[config.mk]
export PLATFORM = sky130hd
export DESIGN_NAME = ubgrf_top
export DESIGN_NICKNAME = d
export VERILOG_FILES = /design/src/ubgrf_pkg.sv /design/src/ubgrf_noise_filter.sv /design/src/ubgrf_top.sv
export SDC_FILE = /design/constraint.sdc
export NUM_CORES = 1
export LEC_CHECK = 0
export ABC_AREA = 1
export BUFFER_PORTS_ARGS = -buffer_cell sky130_fd_sc_hd__buf_2
export CAP_MARGIN = 20
export CORE_AREA = 4 4 96 98
export DETAILED_ROUTE_END_ITERATION = 8
export DIE_AREA = 0 0 100 102
export GPL_ROUTABILITY_DRIVEN = 0
export GPL_TIMING_DRIVEN = 1
export HOLD_SLACK_MARGIN = 0.05
export PLACE_DENSITY = 0.72
export SYNTH_ARGS = -nofsm -noshare
export SYNTH_HDL_FRONTEND = slang
export SYNTH_SLANG_ARGS = --single-unit
[constraint.sdc]
create_clock -name clk_sys -period 2.33 [get_ports clk_sys]
set_clock_uncertainty 0.15 [all_clocks]
set_input_delay 0.3495 -clock clk_sys [delete_from_list [all_inputs] [get_ports clk_sys]]
set_output_delay 0.3495 -clock clk_sys [all_outputs]
set_load 0.1 [all_outputs]
[src/ubgrf_pkg.sv]
// Package: register map, field layout, reset values and codes for the baud generator and receive filter
package ubgrf_pkg;
  // ****************************************************************
  // Register indices (byte address = 4 * index)
  // ****************************************************************
  localparam logic [27:0] BAUD_DIVISOR_CH0_IDX = 28'hFFFFA02;
  localparam logic [31:0] BAUD_DIVISOR_CH1_IDX = 32'hFFFFFA12;
  localparam logic [31:0] BAUD_DIVISOR_CH2_IDX = 32'hFFFFFA22;
  localparam logic [31:0] BAUD_DIVISOR_CH3_IDX = 32'hFFFFFA32;
  localparam logic [7:0] ADDR_DIVISOR = 8'h02;
  localparam logic [7:0] ADDR_CLK_SELECT = 8'h01;
  localparam logic [7:0] ADDR_CONTROL0 = 8'h00;
  localparam logic [7:0] ADDR_STATUS = 8'h03;
  // ****************************************************************
  // Reset values and fields
  // ****************************************************************
  localparam logic [7:0] CLK_SELECT_RESET = 8'h00;
  localparam logic [7:0] DIVISOR_RESET = 8'hFF;
  localparam logic [7:0] CONTROL0_RESET = 8'h00;
  localparam int CTL0_POWER_BIT = 7;
  localparam int CTL0_TX_ENABLE_BIT = 6;
  localparam int CTL0_RX_ENABLE_BIT = 5;
  localparam int CTL0_PARITY_HI = 3;
  localparam int CTL0_PARITY_LO = 2;
  localparam int CKS_HI = 3;
  localparam logic [3:0] CKS_MAX_INTERNAL = 4'hA;
  localparam logic [3:0] CKS_EXTERNAL = 4'hB;
  localparam logic [7:0] DIVISOR_MIN = 8'h04;
  // Sample points after the start bit: eight data bits and the stop bit
  localparam logic [3:0] FRAME_TAIL_SAMPLES = 4'h9;
  // Parity modes
  localparam logic [1:0] PARITY_NONE = 2'h0;
  localparam logic [1:0] PARITY_ZERO = 2'h1;
  localparam logic [1:0] PARITY_ODD = 2'h2;
  localparam logic [1:0] PARITY_EVEN = 2'h3;
endpackage : ubgrf_pkg

[src/ubgrf_noise_filter.sv]
// Receive pin noise filter sampled on the base clock tick
`timescale 1ns/1ps
`default_nettype none
module ubgrf_noise_filter (
  // Clock and reset
  input wire logic clk_sys,
  input wire logic rst,
  input wire logic clk_en,
  // Sample tick and raw pin
  input wire logic tick,
  input wire logic pin_in,
  // Filtered level
  output logic filt_out
);
  typedef struct packed {
    logic s1;
    logic s2;
    logic s3;
    logic filt;
  } ubgrf_nf_state_type;

  ubgrf_nf_state_type st_reg;
  ubgrf_nf_state_type st_next;

  always_comb begin
    st_next = st_reg;
    if (tick) begin
      st_next.s1 = pin_in;
      st_next.s2 = st_reg.s1;
      st_next.s3 = st_reg.s2;
      // Output follows only when the held samples agree, so two-tick pulses drop
      if (st_reg.s1 == st_reg.s2 && st_reg.s2 == st_reg.s3) begin
        st_next.filt = st_reg.s3;
      end
    end
  end

  always_ff @(posedge clk_sys) begin
    if (rst) begin
      st_reg <= '{s1: 1'b1, s2: 1'b1, s3: 1'b1, filt: 1'b1};
    end else if (clk_en) begin
      st_reg <= st_next;
    end
  end

  assign filt_out = st_reg.filt;
endmodule : ubgrf_noise_filter
`default_nettype wire

[src/ubgrf_top.sv]
// Baud generator with base clock prescaler, divider counters and receive filter
`timescale 1ns/1ps
`default_nettype none
// Contract
// - zero parity sends parity bit low
// - zero parity never checks received parity
// - no parity omits bit, never errors
// - filter samples on base clock, three agree
// - pulses of two periods are noise
// - receive path lags pin three base clocks
// - base clock only while power bit set
// - independent 8-bit transmit and receive dividers
// - select main clock divided 2^m or pin (pin only when IS_CHANNEL0 is set)
// - divisor k from 4 to 255
// - bit period is 2k base clocks
// - internal rate main over 2^(m+1)k
// - start bit needs edge then low sample
// - receive counter starts on the falling start edge, before the low sample
module ubgrf_top #(
  parameter bit IS_CHANNEL0 = 1'b1
) (
  // Clock, reset, enable
  input wire logic clk_sys,
  input wire logic rst,
  input wire logic clk_en,
  // Register port
  input wire logic [7:0] reg_addr,
  input wire logic [7:0] reg_wdata,
  input wire logic reg_wr,
  input wire logic reg_rd,
  output logic [7:0] reg_rdata,
  // Pins
  input wire logic serial_receive_pin,
  input wire logic external_baud_clock_pin,
  // Serial clocks, receive conditioning and parity decode outputs
  output logic tx_bit_tick,
  output logic rx_sample_tick,
  output logic rx_start_detected,
  output logic rx_filtered,
  output logic parity_bit_present,
  output logic parity_check_enable,
  output logic parity_tx_force_low
);
  typedef struct packed {
    logic [7:0] ctl0;
    logic [7:0] cks;
    logic [7:0] divisor;
    logic [7:0] rdata;
    logic [9:0] prescale;
    logic ext1;
    logic ext2;
    logic ext3;
    logic [7:0] tx_cnt;
    logic tx_half;
    logic [7:0] rx_cnt;
    logic rx_half;
    logic rx_busy;
    logic rx_seen_high;
    logic rx_verify;
    logic [3:0] rx_bits;
    logic rx_prev;
    logic tx_tick;
    logic rx_tick;
    logic start_det;
    logic rx_filt;
    logic par_present;
    logic par_check;
    logic par_low;
  } ubgrf_state_type;

  ubgrf_state_type st_reg;
  ubgrf_state_type st_next;
  logic base_tick;
  logic filt_level;
  logic power_on;
  logic tx_on;
  logic rx_on;
  logic [1:0] parity_mode;
  logic [9:0] pre_inc;
  logic [3:0] cks_code;
  logic [9:0] pre_mask;
  logic [3:0] frame_len;

  // ****************************************************************
  // Base clock selection
  // ****************************************************************
  assign power_on = st_reg.ctl0[ubgrf_pkg::CTL0_POWER_BIT];
  assign tx_on = st_reg.ctl0[ubgrf_pkg::CTL0_TX_ENABLE_BIT];
  assign rx_on = st_reg.ctl0[ubgrf_pkg::CTL0_RX_ENABLE_BIT];
  assign parity_mode = st_reg.ctl0[ubgrf_pkg::CTL0_PARITY_HI:ubgrf_pkg::CTL0_PARITY_LO];
  assign cks_code = st_reg.cks[ubgrf_pkg::CKS_HI:0];
  assign pre_inc = st_reg.prescale + 10'h001;
  assign pre_mask = (10'h001 << cks_code) - 10'h001;
  assign frame_len = ubgrf_pkg::FRAME_TAIL_SAMPLES + {3'h0, st_reg.par_present};

  always_comb begin
    base_tick = 1'b0;
    if (power_on) begin
      if (cks_code == 4'h0) begin
        base_tick = 1'b1;
      end else if (cks_code <= ubgrf_pkg::CKS_MAX_INTERNAL) begin
        // Tick when the low m bits of the prescaler wrap: main clock / 2^m
        base_tick = (st_reg.prescale & pre_mask) == pre_mask;
      end else if (cks_code == ubgrf_pkg::CKS_EXTERNAL && IS_CHANNEL0) begin
        // Rising edge of the synchronised external clock
        base_tick = st_reg.ext2 && !st_reg.ext3;
      end
    end
  end

  ubgrf_noise_filter u_filter (
    .clk_sys(clk_sys),
    .rst(rst),
    .clk_en(clk_en),
    .tick(base_tick),
    .pin_in(serial_receive_pin),
    .filt_out(filt_level)
  );

  // ****************************************************************
  // Next state
  // ****************************************************************
  always_comb begin
    st_next = st_reg;
    st_next.tx_tick = 1'b0;
    st_next.rx_tick = 1'b0;
    st_next.start_det = 1'b0;
    st_next.rx_filt = filt_level;
    st_next.ext1 = external_baud_clock_pin;
    st_next.ext2 = st_reg.ext1;
    st_next.ext3 = st_reg.ext2;
    st_next.prescale = power_on ? pre_inc : 10'h000;
    // Parity decode
    st_next.par_present = (parity_mode != ubgrf_pkg::PARITY_NONE);
    st_next.par_check = (parity_mode == ubgrf_pkg::PARITY_ODD) || (parity_mode == ubgrf_pkg::PARITY_EVEN);
    st_next.par_low = (parity_mode == ubgrf_pkg::PARITY_ZERO);

    // Register port
    st_next.rdata = 8'h00;
    if (reg_wr) begin
      case (reg_addr)
        ubgrf_pkg::ADDR_CONTROL0: st_next.ctl0 = reg_wdata;
        ubgrf_pkg::ADDR_CLK_SELECT: st_next.cks = reg_wdata;
        ubgrf_pkg::ADDR_DIVISOR: st_next.divisor = reg_wdata;
        default: st_next.ctl0 = st_reg.ctl0;
      endcase
    end
    if (reg_rd) begin
      case (reg_addr)
        ubgrf_pkg::ADDR_CONTROL0: st_next.rdata = st_reg.ctl0;
        ubgrf_pkg::ADDR_CLK_SELECT: st_next.rdata = st_reg.cks;
        ubgrf_pkg::ADDR_DIVISOR: st_next.rdata = st_reg.divisor;
        ubgrf_pkg::ADDR_STATUS: st_next.rdata = {4'h0, st_reg.rx_busy, st_reg.rx_filt, rx_on, tx_on};
        default: st_next.rdata = 8'h00;
      endcase
    end

    // Transmit divider: half period k base clocks, bit period 2k
    if (!power_on || !tx_on) begin
      st_next.tx_cnt = 8'h00;
      st_next.tx_half = 1'b0;
    end else if (base_tick) begin
      if (st_reg.tx_cnt + 8'h01 >= st_reg.divisor) begin
        st_next.tx_cnt = 8'h00;
        st_next.tx_half = !st_reg.tx_half;
        st_next.tx_tick = st_reg.tx_half;
      end else begin
        st_next.tx_cnt = st_reg.tx_cnt + 8'h01;
      end
    end

    // Receive divider with start detection
    if (!power_on || !rx_on) begin
      st_next.rx_cnt = 8'h00;
      st_next.rx_half = 1'b0;
      st_next.rx_busy = 1'b0;
      st_next.rx_seen_high = 1'b0;
      st_next.rx_verify = 1'b0;
      st_next.rx_bits = 4'h0;
      st_next.rx_prev = 1'b1;
    end else if (base_tick) begin
      st_next.rx_prev = filt_level;
      if (filt_level) begin
        st_next.rx_seen_high = 1'b1;
      end
      if (!st_reg.rx_busy) begin
        if (st_reg.rx_seen_high && st_reg.rx_prev && !filt_level) begin
          st_next.rx_busy = 1'b1;
          st_next.rx_verify = 1'b1;
          st_next.rx_bits = 4'h0;
          st_next.rx_cnt = 8'h00;
          st_next.rx_half = 1'b0;
        end
      end else if (st_reg.rx_cnt + 8'h01 >= st_reg.divisor) begin
        st_next.rx_cnt = 8'h00;
        st_next.rx_half = !st_reg.rx_half;
        if (!st_reg.rx_half) begin
          // Mid-bit sampling point; the first one verifies the start bit
          st_next.rx_tick = 1'b1;
          if (st_reg.rx_verify) begin
            st_next.rx_verify = 1'b0;
            st_next.start_det = !filt_level;
            st_next.rx_busy = !filt_level;
          end else begin
            st_next.rx_bits = st_reg.rx_bits + 4'h1;
            if (st_reg.rx_bits + 4'h1 >= frame_len) begin
              // Stop bit sampled: rearm for the next start edge
              st_next.rx_busy = 1'b0;
              st_next.rx_seen_high = 1'b0;
            end
          end
        end
      end else begin
        st_next.rx_cnt = st_reg.rx_cnt + 8'h01;
      end
    end
  end

  always_ff @(posedge clk_sys) begin
    if (rst) begin
      st_reg <= '0;
      st_reg.ctl0 <= ubgrf_pkg::CONTROL0_RESET;
      st_reg.cks <= ubgrf_pkg::CLK_SELECT_RESET;
      st_reg.divisor <= ubgrf_pkg::DIVISOR_RESET;
      st_reg.rx_prev <= 1'b1;
      st_reg.rx_filt <= 1'b1;
      st_reg.par_present <= 1'b0;
    end else if (clk_en) begin
      st_reg <= st_next;
    end
  end

  // ****************************************************************
  // Outputs
  // ****************************************************************
  assign reg_rdata = st_reg.rdata;
  assign tx_bit_tick = st_reg.tx_tick;
  assign rx_sample_tick = st_reg.rx_tick;
  assign rx_start_detected = st_reg.start_det;
  assign rx_filtered = st_reg.rx_filt;
  assign parity_bit_present = st_reg.par_present;
  assign parity_check_enable = st_reg.par_check;
  assign parity_tx_force_low = st_reg.par_low;
endmodule : ubgrf_top
`default_nettype wire

-- Yosys cells after proc, flatten, opt, wreduce, memory -nomap -nowiden
Index checks and enable logic that the tools add are counted.
W data, S select, Z words.
- flip-flop bits (word level): 82
- output and inout bits: 15
- add/sub/neg operators: 6
- order comparisons: 4
- equality and inequality tests: 13
- shift operators: 1
- muxes and demuxes: 35
- bitwise logic cells: 1
- reduce and logical (&&, ||, !) cells: 33
- operators by type and width (operator ; number):
    $mux W17 ; 2
    $mux W8 ; 4
    $pmux W8 S4 ; 1
    $mux W10 ; 3
    $mux W9 ; 2
    $reduce_and A3 Y1 ; 6
    $add A8 B1 Y8 const B ; 2
    $eq A8 B2 Y1 const B ; 2
    $ge A8 B8 Y1 ; 2
    $mux W1 ; 13
    $mux W2 ; 6
    $add A10 B1 Y10 const B ; 1
    $and A10 B10 Y10 ; 1
    $eq A10 B10 Y1 ; 1
    $mux W5 ; 2
    $shl A1 B4 Y10 const A ; 1
    $sub A10 B1 Y10 const B ; 1
    $eq A8 B1 Y1 const B ; 1
    $logic_not A8 Y1 ; 1
    $reduce_bool A2 Y1 ; 4
    $logic_not A1 Y1 ; 7
    $mux W7 ; 1
    $ne A3 B2 Y1 const B ; 2
    $reduce_and A2 Y1 ; 3
    17 further kinds ; 24

-- Depth between registers and ports, before layout
- word-level depth: 9
- gate-level depth with buffers: 19
- mapped depth without buffers: 17

-- Modules after synthesis
From an unflattened synthesis, not the netlist that was laid out.
- cells, all modules: 613
- area, all modules: 4418.0 um^2
- modules (own cells, without submodules) (module ; instances ; cells each ; area an instance (um^2) ; seq. area each (um^2)):
    ubgrf_top ; 1 ; 590 ; 4251.6 ; 1561.5
    ubgrf_noise_filter ; 1 ; 23 ; 166.4 ; 80.1

-- Worst setup path before layout
No wires, ideal clock.
- path type: flip-flop to flip-flop
- start point: register st_reg[16] in the netlist's numbering
- end point: register st_reg[10] in the netlist's numbering
- library setup time: 0.128 ns
- data arrival time: 2.179 ns
- required time: 2.052 ns
- slack: -0.126 ns
- cell stages (with the launch flop): 16
- period minus slack after synthesis: 2.456 ns
- path through: dfxtp_1 > nand3_1 > nor2_1 > nand2_1 > nor3_1 > xor2_1 > ha_1 > a21oi_1 > o21a_1 > nand3_1 > nor2_1 > inv_1 > nand4_1 > nand2_1 > nand2_1 > nor2_1
- longest elaborated chain between the ends: 4
- ends and longest elaborated chain (item ; RTL line ; text):
    start: declaration ; ubgrf_top.sv:71 ; ubgrf_state_type st_reg;
    start signal: assignment ; ubgrf_top.sv:229 ; st_reg <= st_next;
    $add A8 B1 Y8 ; ubgrf_top.sv:194 ; end else if (st_reg.rx_cnt + 8'h01 >= st_reg.divisor) begin
    $ge A8 B8 Y1 ; ubgrf_top.sv:194 ;
    $ne A3 B1 Y1 (no source line) ; n/a ;
    $reduce_and A6 Y1 (no source line) ; n/a ;
Every way passes these cells.
A chain may end at the register's enable or synchronous reset.

-- Final worst setup path
- start point: register st_reg[17] in the netlist's numbering
- end point: register st_reg[10] in the netlist's numbering
Same word-level chain as after synthesis.

==> out/qor.csv <==
metric,value,unit
clk sink count,82,
DR DRC count,0,
Slew Limit Headroom,65.0,%
max-cap violations,0,
top post-synthesis cells by count,"nand2_1, dfxtp_1, inv_1, nor2_1, a21oi_1",
switching power total,0.707,mW
Met2 Routed Length,6200,µm
die height,102,µm
# rows,34,
synth warn,0,
Fmax,394,MHz
reg2reg end,st_reg[10]$_SDFFE_PP0P_,
RSZ-0062 raised after global routing,true,
CTS Buf Count,9,
min-delay src,serial_receive_pin,
CP bufs+invs,1,
Switching Share,25.0,%
Clock Power Share,41.8,%
layout cells sized above 1,26.4,%
die area,0.0102,mm²
most frequent cell after synthesis,nand2_1,
first-pass GRT wire length,19400,µm
Port Buffers,37,
setup TNS,-1.90,ns
CORE AREA,0.00847,mm²
CP top delay family,simple AND/OR/NAND/NOR gates,
Root Driver,clkbuf_8,
total wire length,12100,µm
Power Internal,2.12,mW
ANT cells,0,
Critical Path RT,2.47,ns
final net count,739,
result of the run,"complete, but fails checks",
max FFs per register,53,
cell area after synthesis,0.00439,mm²
Slew Limit Fails,0,
top sig layer,met4,
Initial Util,51.8,%
most area-hungry cell type in the Yosys netlist,dfxtp_1,
fraction of registers with async set/reset,0,%
GRT Residual Overflow,0,
WL/cell,15.0,µm
crit-path max FO,4,
worst skew pair latency,0.36,ns
final worst setup slack,-0.206,ns
vias,4385,
"Distinct cells, synth",39,
synthesis-stage register bit count,82,
"Seq/Total Area, Yosys",37.4,%
"EDFF count, synth",0,
Comb pwr share,7.9,%
Max Buffers Root-to-Sink,2,
Worst Path Arrival,2.68,ns
Vias/cell,5.44,
failing checks,negative setup slack,
met3 WL post-DR,602,µm
measured slew at the worst slew-check pin,0.526,ns
FF-to-FF path depth,16,
hold endpoint,u_filter.st_reg[3]$_SDFFE_PP1P_,
"top cells by area, synth","dfxtp_1, nand2_1, inv_1, ha_1, a21oi_1",
power share of the sequential group,50.3,%
CP endpoint kind,register,
worst reg-to-reg setup slack,-0.21,ns
reg2reg start,st_reg[17]$_SDFFE_PP0P_,
H-tree levels,3,
Initial DRC Count,219,
Overall Global Routing Usage,23.8,%
Mapped Nets,662,
ys flop type,dfxtp_1,
DIE WIDTH,100,µm
CP Cell Sequence,"nand3_2, nor2_1, nand2_1, nor3_2, xor2_1, ha_1, a21oi_1, o21a_1, nand3_4, nor2_4, inv_2, nand3_2, nor2_4, nand2_1, nand2_1, nor2_1",
period utilization,109,%
number of global-route vias before repair,4155,
Hold Path Class,input port to register,
Hold Crit Depth,3,
Power per Cell Area,512,mW/mm²
TritonCTS clock tree,done,
WS Path Type,register to register,
"antenna viol nets, final",0,
crit-path max cell delay,0.36,ns
WL met1,5060,µm
Setup-failing EPs final,28,
launching element type of the critical path,register,
initial antenna violation count,0,
pin count of the biggest net entering global routing,34,
top-area cell type share of the netlist area,37.4,%
Tmin final,2.54,ns
DP Wirelength,8570,µm
Slowest cell on crit path,dfxtp_2,
Worst path most repeated cell,nand2_1,
Worst VDD drop,0.000335,V
cell count after synthesis,616,
"worst slack, placed",-0.181,ns
DRT Pass-1 Iters,5,
synthesized area per cell,7.13,µm²
Leakage,2.46,nW
Worst-path clk slew,0.09,ns
IO Count,38,
"Area growth, synth to finish",25.9,%
final hold vios,0,
-- per-stage QoR --
stage / utilization, % / power (mW) / cells / area (µm²) / hold WS [ns]
4_1_cts: 63.0 / 2.84 / 802 / 5340 / 0.0741
3_5_place_dp: 57.5 / 1.66 / 773 / 4870 / 0.301
2_1_floorplan: - / 1.59 / 616 / 4410 / 0.273
5_1_grt: 65.3 / 2.93 / 806 / 5530 / 0.0609
6_report: 65.3 / 2.83 / 806 / 5530 / 0.0607
3_3_place_gp: 57.5 / 1.65 / 773 / 4870 / 0.290
-- kinds of logic (layout without fill, tap and decap cells) --
family                     after synthesis  count (layout)  synth area share [%]
and+or+nand+nor                        254             254                  25.4
DFF                                     82              82                  37.4
buffers and inverters                  107             189                  10.3
xor gates and xnor gates                14              14                  2.79
adders and majority gates               23              23                  6.56
AOI/OAI and AO/OA                      136             136                  17.6
-- worst min-delay path, delay by kind of cell --
family                 cells  cell delay [ns]
buffers and inverters      1             0.08
and+or+nand+nor            2             0.10
-- worst max path at each step --
stage,depth (start not counted),end,startpoint,slack (ns)
after global routing,17,st_reg[10]$_SDFFE_PP0P_,st_reg[17]$_SDFFE_PP0P_,-0.39
after floorplan,15,st_reg[10]$_SDFFE_PP0P_,st_reg[18]$_SDFFE_PP0P_,0.01
final,16,st_reg[10]$_SDFFE_PP0P_,st_reg[17]$_SDFFE_PP0P_,-0.21
after global placement,16,st_reg[16]$_SDFFE_PP0P_,cks_code[3]$_SDFFE_PP0P_,-0.09
after CTS,15,st_reg[10]$_SDFFE_PP0P_,st_reg[17]$_SDFFE_PP0P_,-0.14
after detailed placement,16,st_reg[10]$_SDFFE_PP0P_,st_reg[17]$_SDFFE_PP0P_,-0.18
-- placed cells by master (no fill, tap or decap), types with 3 or more instances in the layout --
cell type and count:
o21a_1 3, o22ai_1 9, nand3b_1 4, nand4_1 13
nor2_1 60, inv_2 4, inv_1 76, ha_1 21
nand2_2 6, nor2_4 8, clkbuf_8 10, o21ai_2 3
xor2_1 13, dfxtp_2 8, nand2_4 6, a21oi_2 4
buf_6 5, a21oi_1 53, nor2_2 6, buf_4 48
o211ai_1 10, nand2_1 102, o21ai_0 37, dfxtp_4 3
o21ai_1 7, buf_2 37, nand3_2 12, dfxtp_1 71
nand3_1 15, nor3_2 7, nor3_1 10
-- power groups by stage --
stage,Sequential [mW],Combinational [mW],Clock (mW)
final,1.42,0.223,1.18
after global routing,1.43,0.245,1.26
after CTS,1.43,0.211,1.20
after detailed placement,1.46,0.196,0
after global placement,1.46,0.192,0
after floorplan,1.48,0.110,0
-- layer usage --
metal	track usage, %	vias up
li1	-	2186
met1	28.3	2071
met2	42.7	103
met3	5.19	25
met4	8.29	0
met5	0	-
-- final cells by class --
cell class | count | area (µm²)
fill | 715 | 2940
multi-input combinational | 427 | 2570
sequential | 82 | 1660
timing repair buffer | 91 | 612
inverter | 82 | 315
clock buffer | 10 | 138
tap | 108 | 135
clock inverter | 6 | 90.1
-- repair_timing --
item,in CTS,in global routing
endpoints found under the hold margin,1,0
pin swaps,28,12
buffers inserted,11,4
hold buffers,1,0
gates resized for setup,37,45
cloned,1,0
endpoints found under the setup margin,33,33
Power figures use the tool's default switching activity.
